### src/lf_irq_consts.vh
// Constants for the low-frequency receiver interrupt and decode control.
// Assumes inclusion by bare name from the design files.
`ifndef LF_IRQ_CONSTS_VH
`define LF_IRQ_CONSTS_VH
// ********************************
// Register indices and byte addresses
// ********************************
`define CTL_INDEX 8'h23
`define STATUS_INDEX 8'h24
`define CTL_ADDR 12'h08c
`define STATUS_ADDR 12'h090
`define INFO_ADDR 12'h094
`define ADDR_W 12
// ********************************
// Control fields and reset
// ********************************
`define CTL_RESET 8'h0c
`define BIT_DR_IE 7
`define BIT_ER_IE 6
`define BIT_CD_IE 5
`define BIT_ID_IE 4
`define BIT_DEC_EN 3
`define BIT_VAL_EN 2
// ********************************
// Status fields
// ********************************
`define BIT_DR_F 7
`define BIT_ER_F 6
`define BIT_CD_F 5
`define BIT_ID_F 4
`define BIT_OV_F 3
`define BIT_EOM_F 2
`define BIT_ACK 0
// ********************************
// Timeout in oscillator ticks
// ********************************
`define OSC_HZ 32000
`define TO_MS_1 8
`define TO_MS_2 24
`define TO_MS_3 48
`define TO_TICKS_1 (`OSC_HZ / 1000 * `TO_MS_1)
`define TO_TICKS_2 (`OSC_HZ / 1000 * `TO_MS_2)
`define TO_TICKS_3 (`OSC_HZ / 1000 * `TO_MS_3)
`define TO_W 12
`endif

### src/lf_input_sync.v
// Three-stage synchroniser with agreement of the last two stages.
// Assumes an asynchronous input and a single system clock.
module lf_input_sync (
  input wire clock_i,
  input wire arst_n_i,
  input wire async_i,
  output reg level_o
);
  reg stage1;
  reg stage2;
  reg stage3;
  always @(posedge clock_i or negedge arst_n_i) begin
    if (!arst_n_i) begin
      stage1 <= 1'b0;
      stage2 <= 1'b0;
      stage3 <= 1'b0;
      level_o <= 1'b0;
    end else begin
      stage1 <= async_i;
      stage2 <= stage1;
      stage3 <= stage2;
      if (stage2 == stage3) begin
        level_o <= stage3;
      end
    end
  end
endmodule // lf_input_sync

### src/lf_receiver_irq_control.v
// Interrupt enable and decode control of the low-frequency receiver.
// Assumes an APB master on clock_i and receiver event pulses on clock_i;
// the oscillator and raw detector arrive asynchronously.
// Overview of operation
// - Any set flag whose enable is set raises the request; only carrier detect is masked.
// - Bit 7 enables a request while the data-ready flag is set.
// - Bit 6 enables a request while the receive-error flag is set.
// - Bit 5 enables the carrier-detect request, off in data mode if decoding.
// - Bit 4 enables a request while the ID-match flag is set.
// - Bit 3 clear disables decoding and blocks data, error and ID flags.
// - Bit 2 runs or stops carrier validation.
// - The two-bit field picks no limit, 8, 24 or 48 ms of SYNC search.
// - SYNC not found in time in data mode, while decoding, powers the receiver off.
// - The search is timed by the receiver oscillator.
// - Reset returns the timeout field to no limit.
// - Writing one to acknowledge clears all six flags; it reads zero.
// - Carrier mode one means carrier detect, zero means data receive.
`include "lf_irq_consts.vh"
module lf_receiver_irq_control (
  input wire clock_i,
  input wire arst_n_i,
  input wire psel_i,
  input wire penable_i,
  input wire pwrite_i,
  input wire [`ADDR_W-1:0] paddr_i,
  input wire [31:0] pwdata_i,
  input wire [3:0] pstrb_i,
  output reg [31:0] prdata_o,
  output reg pready_o,
  output reg pslverr_o,
  input wire data_ready_evt_i,
  input wire receive_error_evt_i,
  input wire carrier_detect_evt_i,
  input wire id_match_evt_i,
  input wire overflow_evt_i,
  input wire eom_evt_i,
  input wire sync_found_i,
  input wire sync_search_i,
  input wire carrier_mode_select_i,
  input wire receiver_internal_oscillator_i,
  input wire raw_detector_output_i,
  output reg irq_o,
  output reg digital_decoder_enable_o,
  output reg carrier_validation_enable_o,
  output reg receiver_power_off_o
);
  // ********************************
  // Declarations
  // ********************************
  reg [7:0] ctl;
  reg [7:0] flags;
  reg [7:0] next_flags;
  reg osc_prev;
  reg search;
  wire osc_level;
  wire raw_level;
  wire expired;
  wire [1:0] sync_search_timeout_sel;
  wire osc_tick;
  wire setup;
  wire wr_ctl;
  wire wr_status;
  wire ack;
  wire decoding;
  wire cd_gate;
  wire irq_next;
  reg [31:0] rd_data;
  reg rd_err;

  function automatic [7:0] byte_merge;
    input [7:0] old_value;
    input [7:0] new_value;
    input strobe;
    begin
      byte_merge = strobe ? new_value : old_value;
    end
  endfunction

  // ********************************
  // Input synchronisers
  // ********************************
  lf_input_sync osc_sync (
    .clock_i(clock_i),
    .arst_n_i(arst_n_i),
    .async_i(receiver_internal_oscillator_i),
    .level_o(osc_level)
  );
  lf_input_sync raw_sync (
    .clock_i(clock_i),
    .arst_n_i(arst_n_i),
    .async_i(raw_detector_output_i),
    .level_o(raw_level)
  );

  // ********************************
  // Bus decode
  // ********************************
  assign setup = psel_i && !penable_i;
  // Writes land at the access edge on which pready is seen high
  assign wr_ctl = psel_i && penable_i && pwrite_i && pready_o &&
    paddr_i == `CTL_ADDR;
  assign wr_status = psel_i && penable_i && pwrite_i && pready_o &&
    paddr_i == `STATUS_ADDR;
  assign ack = wr_status && pstrb_i[0] && pwdata_i[`BIT_ACK];
  assign sync_search_timeout_sel = ctl[1:0];

  // ********************************
  // Control register
  // ********************************
  always @(posedge clock_i or negedge arst_n_i) begin
    if (!arst_n_i) begin
      ctl <= `CTL_RESET;
    end else if (wr_ctl) begin
      ctl <= byte_merge(ctl, pwdata_i[7:0], pstrb_i[0]);
    end
  end

  // ********************************
  // Status flags
  // ********************************
  assign decoding = ctl[`BIT_DEC_EN];
  always @* begin
    next_flags = flags;
    if (ack) begin
      next_flags = 8'h00;
    end
    // Set wins over acknowledge in the same cycle
    if (data_ready_evt_i && decoding) begin
      next_flags[`BIT_DR_F] = 1'b1;
    end
    if (receive_error_evt_i && decoding && !carrier_mode_select_i) begin
      next_flags[`BIT_ER_F] = 1'b1;
    end
    if (carrier_detect_evt_i) begin
      next_flags[`BIT_CD_F] = 1'b1;
    end
    if (id_match_evt_i && decoding && !carrier_mode_select_i) begin
      next_flags[`BIT_ID_F] = 1'b1;
    end
    if (overflow_evt_i && decoding && !carrier_mode_select_i) begin
      next_flags[`BIT_OV_F] = 1'b1;
    end
    if (eom_evt_i && decoding && !carrier_mode_select_i) begin
      next_flags[`BIT_EOM_F] = 1'b1;
    end
    next_flags[1:0] = 2'b00;
  end
  always @(posedge clock_i or negedge arst_n_i) begin
    if (!arst_n_i) begin
      flags <= 8'h00;
    end else begin
      flags <= next_flags;
    end
  end

  // ********************************
  // Interrupt request
  // ********************************
  assign cd_gate = carrier_mode_select_i || !decoding;
  assign irq_next =
    (flags[`BIT_DR_F] && ctl[`BIT_DR_IE]) ||
    (flags[`BIT_ER_F] && ctl[`BIT_ER_IE]) ||
    (flags[`BIT_CD_F] && ctl[`BIT_CD_IE] && cd_gate) ||
    (flags[`BIT_ID_F] && ctl[`BIT_ID_IE]);
  always @(posedge clock_i or negedge arst_n_i) begin
    if (!arst_n_i) begin
      irq_o <= 1'b0;
    end else begin
      irq_o <= irq_next;
    end
  end

  // ********************************
  // SYNC search timeout
  // ********************************
  assign osc_tick = osc_level && !osc_prev;
  always @(posedge clock_i or negedge arst_n_i) begin
    if (!arst_n_i) begin
      osc_prev <= 1'b0;
      search <= 1'b0;
      receiver_power_off_o <= 1'b0;
      digital_decoder_enable_o <= 1'b1;
      carrier_validation_enable_o <= 1'b1;
    end else begin
      osc_prev <= osc_level;
      search <= sync_search_i && !sync_found_i && !carrier_mode_select_i &&
        decoding;
      digital_decoder_enable_o <= ctl[`BIT_DEC_EN];
      carrier_validation_enable_o <= ctl[`BIT_VAL_EN];
      if (expired) begin
        receiver_power_off_o <= 1'b1;
      end else if (sync_search_i && !search) begin
        receiver_power_off_o <= 1'b0;
      end
    end
  end
  lf_sync_timer sync_timer (
    .clock_i(clock_i),
    .arst_n_i(arst_n_i),
    .sel_i(sync_search_timeout_sel),
    .search_i(search),
    .tick_i(osc_tick),
    .expired_o(expired)
  );

  // ********************************
  // Read path and APB answer
  // ********************************
  always @* begin
    rd_data = 32'h0000_0000;
    rd_err = 1'b0;
    case (paddr_i)
      `CTL_ADDR: rd_data[7:0] = ctl;
      `STATUS_ADDR: rd_data[7:0] = flags;
      `INFO_ADDR: rd_data[0] = raw_level;
      default: rd_err = 1'b1;
    endcase
  end
  always @(posedge clock_i or negedge arst_n_i) begin
    if (!arst_n_i) begin
      pready_o <= 1'b0;
      pslverr_o <= 1'b0;
      prdata_o <= 32'h0000_0000;
    end else if (setup) begin
      pready_o <= 1'b1;
      pslverr_o <= rd_err;
      prdata_o <= pwrite_i ? 32'h0000_0000 : rd_data;
    end else begin
      pready_o <= 1'b0;
      pslverr_o <= 1'b0;
    end
  end
endmodule // lf_receiver_irq_control

### src/lf_sync_timer.v
// SYNC search timer, counting receiver oscillator ticks.
// Assumes tick_i is a one-cycle pulse per synchronised oscillator rising edge.
`include "lf_irq_consts.vh"
module lf_sync_timer (
  input wire clock_i,
  input wire arst_n_i,
  input wire [1:0] sel_i,
  input wire search_i,
  input wire tick_i,
  output reg expired_o
);
  reg [`TO_W-1:0] count;
  reg [`TO_W-1:0] limit;
  wire [31:0] ticks_1 = `TO_TICKS_1;
  wire [31:0] ticks_2 = `TO_TICKS_2;
  wire [31:0] ticks_3 = `TO_TICKS_3;
  always @* begin
    case (sel_i)
      2'd1: limit = ticks_1[`TO_W-1:0];
      2'd2: limit = ticks_2[`TO_W-1:0];
      2'd3: limit = ticks_3[`TO_W-1:0];
      default: limit = {`TO_W{1'b0}};
    endcase
  end
  always @(posedge clock_i or negedge arst_n_i) begin
    if (!arst_n_i) begin
      count <= {`TO_W{1'b0}};
      expired_o <= 1'b0;
    end else if (!search_i || sel_i == 2'd0) begin
      count <= {`TO_W{1'b0}};
      expired_o <= 1'b0;
    end else if (tick_i && !expired_o) begin
      count <= count + {{(`TO_W-1){1'b0}}, 1'b1};
      if (count + {{(`TO_W-1){1'b0}}, 1'b1} >= limit) begin
        expired_o <= 1'b1;
      end
    end
  end
endmodule // lf_sync_timer
### config.mk
export PLATFORM = sky130hd
export DESIGN_NAME = lf_receiver_irq_control
export DESIGN_NICKNAME = d
export VERILOG_FILES = /design/src/lf_input_sync.v /design/src/lf_receiver_irq_control.v /design/src/lf_sync_timer.v
export VERILOG_INCLUDE_DIRS = /design/src
export SDC_FILE = /design/constraint.sdc
export NUM_CORES = 1
export LEC_CHECK = 0
export BUFFER_PORTS_ARGS = -buffer_cell sky130_fd_sc_hd__buf_2
export CORE_MARGIN = 4
export CORE_UTILIZATION = 48
export DETAILED_ROUTE_END_ITERATION = 10
export PLACE_DENSITY = 0.8
export SETUP_SLACK_MARGIN = 0.3
export SLEW_MARGIN = 40
export SYNTH_ARGS = -nofsm -noshare
export SYNTH_HDL_FRONTEND = slang
export SYNTH_SLANG_ARGS = --single-unit
### constraint.sdc
create_clock -name clock_i -period 2.92 [get_ports clock_i]
set_input_delay 0.146 -clock clock_i [delete_from_list [all_inputs] [get_ports clock_i]]
set_output_delay 0.146 -clock clock_i [all_outputs]
set_load 0.05 [all_outputs]
==> results.md, run 1 <==
* Outcome: complete, no violations
* Clk buf depth at 2
* RSZ-0062 raised after global routing: no
* Xor/xnor share of the synthesized area at 4.93%
* Total Wirelength at 4.96 mm
* Slew HR at 54.8%
* Worst R2R Setup Slack at 530 ps
* Critical Path Sink Type: flip-flop
* Vias in the first global route at 1,755
* Post-synth top area cell: dfrtp_1
* Pre-antenna DRT Iters at 5
* Crit path DAT at 2540 ps
* First-pass GRT wire length at 8.16 mm
* FILL cells at 424
* Post-synthesis mux area share at 3.17%
* Mean post-synth cell area at 10.5 um2
* Fin Hold WS at 27.1 ps
* Tot Pwr at 1.28 mW
* Critical Path RT at 3070 ps
* Setup total negative slack at 0 ps
* Setup ws final at 531 ps
* Avg Vias per Cell at 5.03
* Leak at 1.37 nW
* Num rows at 25
* Iteration-0 DRC Markers at 117
* Most common cell in the netlist: dfrtp_1
* Register area share after synthesis at 51.5%
* Worst R2R End: sync_timer.expired_o
* Final Cell Area at 0.00284 mm2
* Clk pin slew, worst setup/hold paths at 90 ps
* Post-Synth Adder-Cell Area at 4.83%
* CTS tree: yes
* Leading post-synthesis cells by cell area: dfrtp_1, buf_4, dfstp_2
* Initial antenna violation count at 0
* Flops & latches, synth at 51
* Hold_sp: carrier_detect_evt_i
* Async S/R FF share, synth at 100%
* Share of layout cells above drive strength 1 at 24.7%
* Post-Synth Simple-Gate Area at 16.4%
* Cell Area, Placed at 0.00271 mm2
* Die ar. at 0.00640 mm2
* Grt total ovfl at 0
* Num CTS Buffers at 5
* Worst Path Class, Setup: reg2reg
* Crit-path max FO at 8
* Final #Nets at 362
* Antenna Cells at 0
* Max cap viols at 0
* Largest family of logic cells by synthesized area: simple AND/OR/NAND/NOR gates
* Number of gates resized after cts at 0
* Port Buf Inserts at 50
* Worst Tran Pin Value at 672 ps
* Area Overhead vs Synth at 14.0%
* DP HPWL at 3.68 mm
* DIE WIDTH at 80.0 um
* Clk root buf: clkbuf_8
* DRC Markers at 0
* Worst setup SP type: flip-flop
* Non-Filler Instances at 358
* Yosys warns at 0
* Path depth of the worst reg2reg path at 9
* Synth top area share at 47.3%
* Final Max Slew Viols at 0
* Total core area at 0.00488 mm2
* Vias at 1,799
* Fin Clk Skew at 9.36 ps
* RR Startpoint: sync_timer.count[3]
* Top cells by count, synth: dfrtp_1, buf_4, nand2_1
* Fmax at 419 MHz
* Die Ht at 80.0 um
* Syn Inst Count at 236
* WL/cell at 13.9 um
* Number of flops mapped to enable cells by yosys at 0
* Minimum clock period at 2390 ps
* Pre-CTS WS at 600 ps
* Final setup violation count at 0
* GR Util All Layers at 16.4%
* Synth unique cells at 41
* Hold EP: flags[5]
* Post-route ant nets at 0
* Period Utilization, post-route at 81.8%
* VDD IR max at 0.354 mV
* Largest net degree at the start of global routing at 30
* CTS H-tree lvls at 2
* Clk Latency, worst-skew pair at 300 ps
* Mapped Area at 0.00249 mm2
* CTS Sinks at 51
* Compound-Gate Fraction of Synth Area at 9.91%
* Initial Util at 50.9%
* Ports at 102
* PwrDens at 452 mW/mm2
* Layout Utilization at 58.1%
* Hold Crit Depth at 2
* Primary FF master, synth: dfrtp_1
* Final Wtd Congestion at 0.815
* Final hold vios at 0
* Placed Cells at 347
* Worst hold path class: in2reg
how the worst max path moves through the flow:
stage	from	end	slack, ps	cells past startpoint
after floorplan	sync_timer.count[3]	sync_timer.expired_o	860	10
after global placement	sync_timer.count[0]	sync_timer.expired_o	600	10
after detailed placement	sync_timer.count[0]	sync_timer.expired_o	600	10
after CTS	sync_timer.count[0]	sync_timer.expired_o	540	10
after global routing	sync_timer.count[0]	sync_timer.expired_o	340	10
final	sync_timer.count[3]	sync_timer.expired_o	530	9
power breakdown:
part / switching [mW] / internal, mW
combinational: 0.112 / 0.0311
sequential: 0.00530 / 0.716
clock: 0.224 / 0.194
cells in the final DEF (no fill, tap or decap), types with 7 or more instances in the layout:
| cell | netlist | final |
|---|---|---|
| nand2_1 | 22 | 22 |
| dfrtp_1 | 47 | 47 |
| conb_1 | 1 | 24 |
| buf_2 | 1 | 50 |
| mux2_2 | 7 | 7 |
| ha_1 | 8 | 8 |
| nor2_1 | 18 | 18 |
| o21ai_0 | 14 | 14 |
| xnor2_1 | 8 | 8 |
kinds of logic (layout without fill, tap and decap cells):
kind of cell	count (synthesis)	in the layout
xor gates and xnor gates	14	14
adders and majority gates	10	10
AOI/OAI and AO/OA	38	38
buffers and inverters	36	68
muxes	7	7
and+or+nand+nor	79	79
other	1	24
DFF	51	51
layer usage:
| layer | GRT usage (%) | wire, um | part of all wire [%] |
|---|---|---|---|
| met5 | 0 | 0 | 0 |
| met4 | 7.43 | 95 | 1.9 |
| met3 | 2.93 | 288 | 5.8 |
| met2 | 26.2 | 2390 | 48 |
| met1 | 21.7 | 2190 | 44 |
layout make-up:
type	count	area [um2]	share of cell area, %
repair buffers	54	288	10.2
clock inverters	1	8.76	0.309
multi-input cells	172	1060	37.6
flip-flops and latches	51	1280	45.2
well taps	67	83.8	2.96
clock buffers	7	86.3	3.05
inverters	6	22.5	0.794
sequential cells by signal (all words and copies together), names as in the netlist, 6 cells and up:
register and flops:
flags 6, ctl 8, sync_timer.count 12, prdata_o 8
critical path, stage by stage, from the launching register on:
cell	delay, ps
dfrtp_1	480
and4_1	280
nand4_1	280
nor2_1	200
xor2_1	170
ha_1	260
nor2b_1	140
o21a_1	170
nor3_1	150
a311oi_1	120
repair_timing:
action,in CTS,in global routing
buffers inserted,0,0
setup endpoints to repair,0,0
hold endpoints to repair,26,0
hold buffers,3,0
Power figures use the tool's default switching activity.
==> inputs of run 2 (changes only) <==
==> constraint.sdc (replaced) <==
create_clock -name clock_i -period 2.2 [get_ports clock_i]
set_input_delay 0.11 -clock clock_i [delete_from_list [all_inputs] [get_ports clock_i]]
set_output_delay 0.11 -clock clock_i [all_outputs]
set_load 0.05 [all_outputs]
==> results.md, run 2 (synthesis gave the netlist of run 1 again) <==
* Clk root buf: clkbuf_8 (unchanged)
* Crit path DAT at 2340 ps (was 2540 ps)
* Max cap viols at 0 (unchanged)
* Pre-antenna DRT Iters at 4 (was 5)
* Max reg flops at 12 (unchanged)
* Hold Crit Depth at 3 (was 2)
* Critical Path Sink Type: flip-flop (unchanged)
* Period Utilization, post-route at 97.3% (was 81.8%)
* DRC Markers at 0 (unchanged)
* Worst R2R Setup Slack at 60 ps (was 530 ps)
* Logic pwr share at 11.1% (about the same)
* Most common cell after layout, fill and taps aside: buf_2 (unchanged)
* Final Max Slew Viols at 0 (unchanged)
* Sw Ratio at 28.5% (was 26.6%)
* WL/cell at 13.2 um (was 13.9 um)
* Final hold vios at 0 (unchanged)
* Slowest cell delay on critical path at 420 ps (was 480 ps)
* Clk buf depth at 2 (unchanged)
* Regs by FF count: sync_timer.count x12, ctl x8, prdata_o x8 (unchanged)
* Num CTS Buffers at 5 (unchanged)
* Final #Nets at 381 (was 362)
* Clk Latency, worst-skew pair at 310 ps (was 300 ps)
* Worst setup SP type: flip-flop (unchanged)
* PwrDens at 570 mW/mm2 (was 452 mW/mm2)
* Tot Pwr at 1.72 mW (was 1.28 mW)
* P_sw at 490 uW (was 341 uW)
* Share of layout cells above drive strength 1 at 31.3% (was 24.7%)
* DP HPWL at 3.64 mm (was 3.68 mm)
* First-pass GRT wire length at 8.30 mm (was 8.16 mm)
* Total core area at 0.00488 mm2 (unchanged)
* Port Buf Inserts at 50 (unchanged)
* RSZ-0062 raised after global routing: yes (was no)
* Worst R2R End: sync_timer.expired_o (unchanged)
* Fmax at 467 MHz (was 419 MHz)
* Cell Area, Placed at 0.00277 mm2 (was 0.00271 mm2)
* Most frequent cells in the layout: buf_2, dfrtp_1, conb_1 (unchanged)
* Vias at 1,892 (was 1,799)
* Crit-path max FO at 4 (was 8)
* Sequential share of power at 55.7% (was 56.2%)
* Largest net degree at the start of global routing at 52 (was 30)
* Final Wtd Congestion at 0.823 (was 0.815)
* Final Cell Area at 0.00302 mm2 (was 0.00284 mm2)
* Int Pwr at 1.23 mW (was 941 uW)
* Ports at 102 (unchanged)
* Die ar. at 0.00640 mm2 (unchanged)
* Layout Utilization at 61.8% (was 58.1%)
* Hold_sp: pwdata_i[1] (was carrier_detect_evt_i)
* CP cell instances: buf_4 > buf_4 > nand4_1 > nor2_1 > xor2_1 > ha_1 > nand4_1 > nor2_1 > nand4_1 > a311oi_2 (was and4_1 > nand4_1 > nor2_1 > xor2_1 > ha_1 > nor2b_1 > o21a_1 > nor3_1 > a311oi_1)
* Post-route ant nets at 0 (unchanged)
* Avg Vias per Cell at 5.02 (was 5.03)
* Total Wirelength at 4.98 mm (was 4.96 mm)
* Slowest CP cell: dfrtp_1 (unchanged)
* Fin Clk Skew at 9.99 ps (was 9.36 ps)
* Worst Path Class, Setup: reg2reg (unchanged)
* Slew HR at 58.6% (was 54.8%)
* VDD IR max at 0.467 mV (was 0.354 mV)
* Fin Hold WS at 9.39 ps (was 27.1 ps)
* Worst Tran Pin Value at 622 ps (was 672 ps)
* Area Overhead vs Synth at 21.3% (was 14.0%)
* Antenna Cells at 0 (unchanged)
* Clk pin slew, worst setup/hold paths at 100 ps (was 90 ps)
* RR Startpoint: sync_timer.count[0] (was sync_timer.count[3])
* Die Ht at 80.0 um (unchanged)
* Num rows at 25 (unchanged)
* Worst hold path class: in2reg (unchanged)
* Initial antenna violation count at 0 (unchanged)
* DIE WIDTH at 80.0 um (unchanged)
* Most flop-heavy register: sync_timer.count (unchanged)
* Clk pwr share at 33.2% (was 32.6%)
* Iteration-0 DRC Markers at 95 (was 117)
* Path depth of the worst reg2reg path at 10 (was 9)
* Grt total ovfl at 0 (unchanged)
* Vias in the first global route at 1,799 (was 1,755)
* Hold EP: ctl[1] (was flags[5])
* Final setup violation count at 0 (unchanged)
* GR Util All Layers at 16.4% (about the same)
* Cell mode on critical path: nand4_1
* Minimum clock period at 2140 ps (was 2390 ps)
* Initial Util at 50.9% (unchanged)
* Critical Path RT at 2400 ps (was 3070 ps)
* Leak at 1.47 nW (was 1.37 nW)
* CTS tree: yes (unchanged)
* Outcome: complete, no violations (unchanged)
* CTS Sinks at 51 (unchanged)
* CTS H-tree lvls at 2 (unchanged)
run 2: worst max path at each step:
| stage | cells past startpoint | startpoint | end |
|---|---|---|---|
| 6_report | 10 | sync_timer.count[0] | sync_timer.expired_o |
| 2_1_floorplan | 9 | sync_timer.count[4] | sync_timer.expired_o |
| 4_1_cts | 10 | sync_timer.count[1] | sync_timer.expired_o |
| 3_3_place_gp | 10 | sync_timer.count[0] | sync_timer.expired_o |
| 5_1_grt | 10 | sync_timer.count[0] | sync_timer.expired_o |
| 3_5_place_dp | 10 | sync_timer.count[0] | sync_timer.expired_o |
run 2: cell type report:
class	instances	area [um2]
fill	423	1860
multi-input combinational	172	1100
inverter	6	22.5
timing repair buffer	73	433
clock buffer	5	68.8
tap	67	83.8
sequential	51	1280
clock inverter	3	27.5
run 2: per-layer routing:
| layer | vias up | GRT usage, % | part of all wire, % |
|---|---|---|---|
| met5 | - | 0 | 0 |
| met4 | 0 | 4.05 | 1.1 |
| met3 | 6 | 3.84 | 4.7 |
| met2 | 39 | 26.0 | 51 |
| met1 | 934 | 22.6 | 43 |
| li1 | 913 | - | - |
run 2: timing repair:
item / in CTS / in global routing
endpoints found under the hold margin: 50 / 0
setup endpoints to repair: 1 / 1
buffers inserted: 8 / 3
gates cloned: 0 / 0
resized for setup: 4 / 2
hold buffers: 4 / 0
pin swaps: 11 / 11
run 2: stage by stage:
stage / TNS (ps) / cells / worst slack, ps
after global routing: -39.1 / 377 / -39.1
after detailed placement: 0 / 354 / 150
after floorplan: 0 / 259 / 205
after global placement: 0 / 354 / 144
after CTS: 0 / 374 / 180
final: 0 / 377 / 58.6
run 2: worst max-delay path: cells and delay by family (launching register included):
family          cells  cell delay [ps]
fa+ha+maj           1              310
xor+xnor            1              180
flops               1              420
compound gates      1              330
buf+inv             2              280
simple gates        5              530
run 2: power groups by stage:
stage | logic, mW | clock network [mW] | registers [mW]
after detailed placement | 0.185 | 0 | 0.976
after global routing | 0.206 | 0.632 | 0.959
after global placement | 0.183 | 0 | 0.975
after floorplan | 0.152 | 0 | 0.981
final | 0.190 | 0.571 | 0.957
after CTS | 0.191 | 0.585 | 0.957
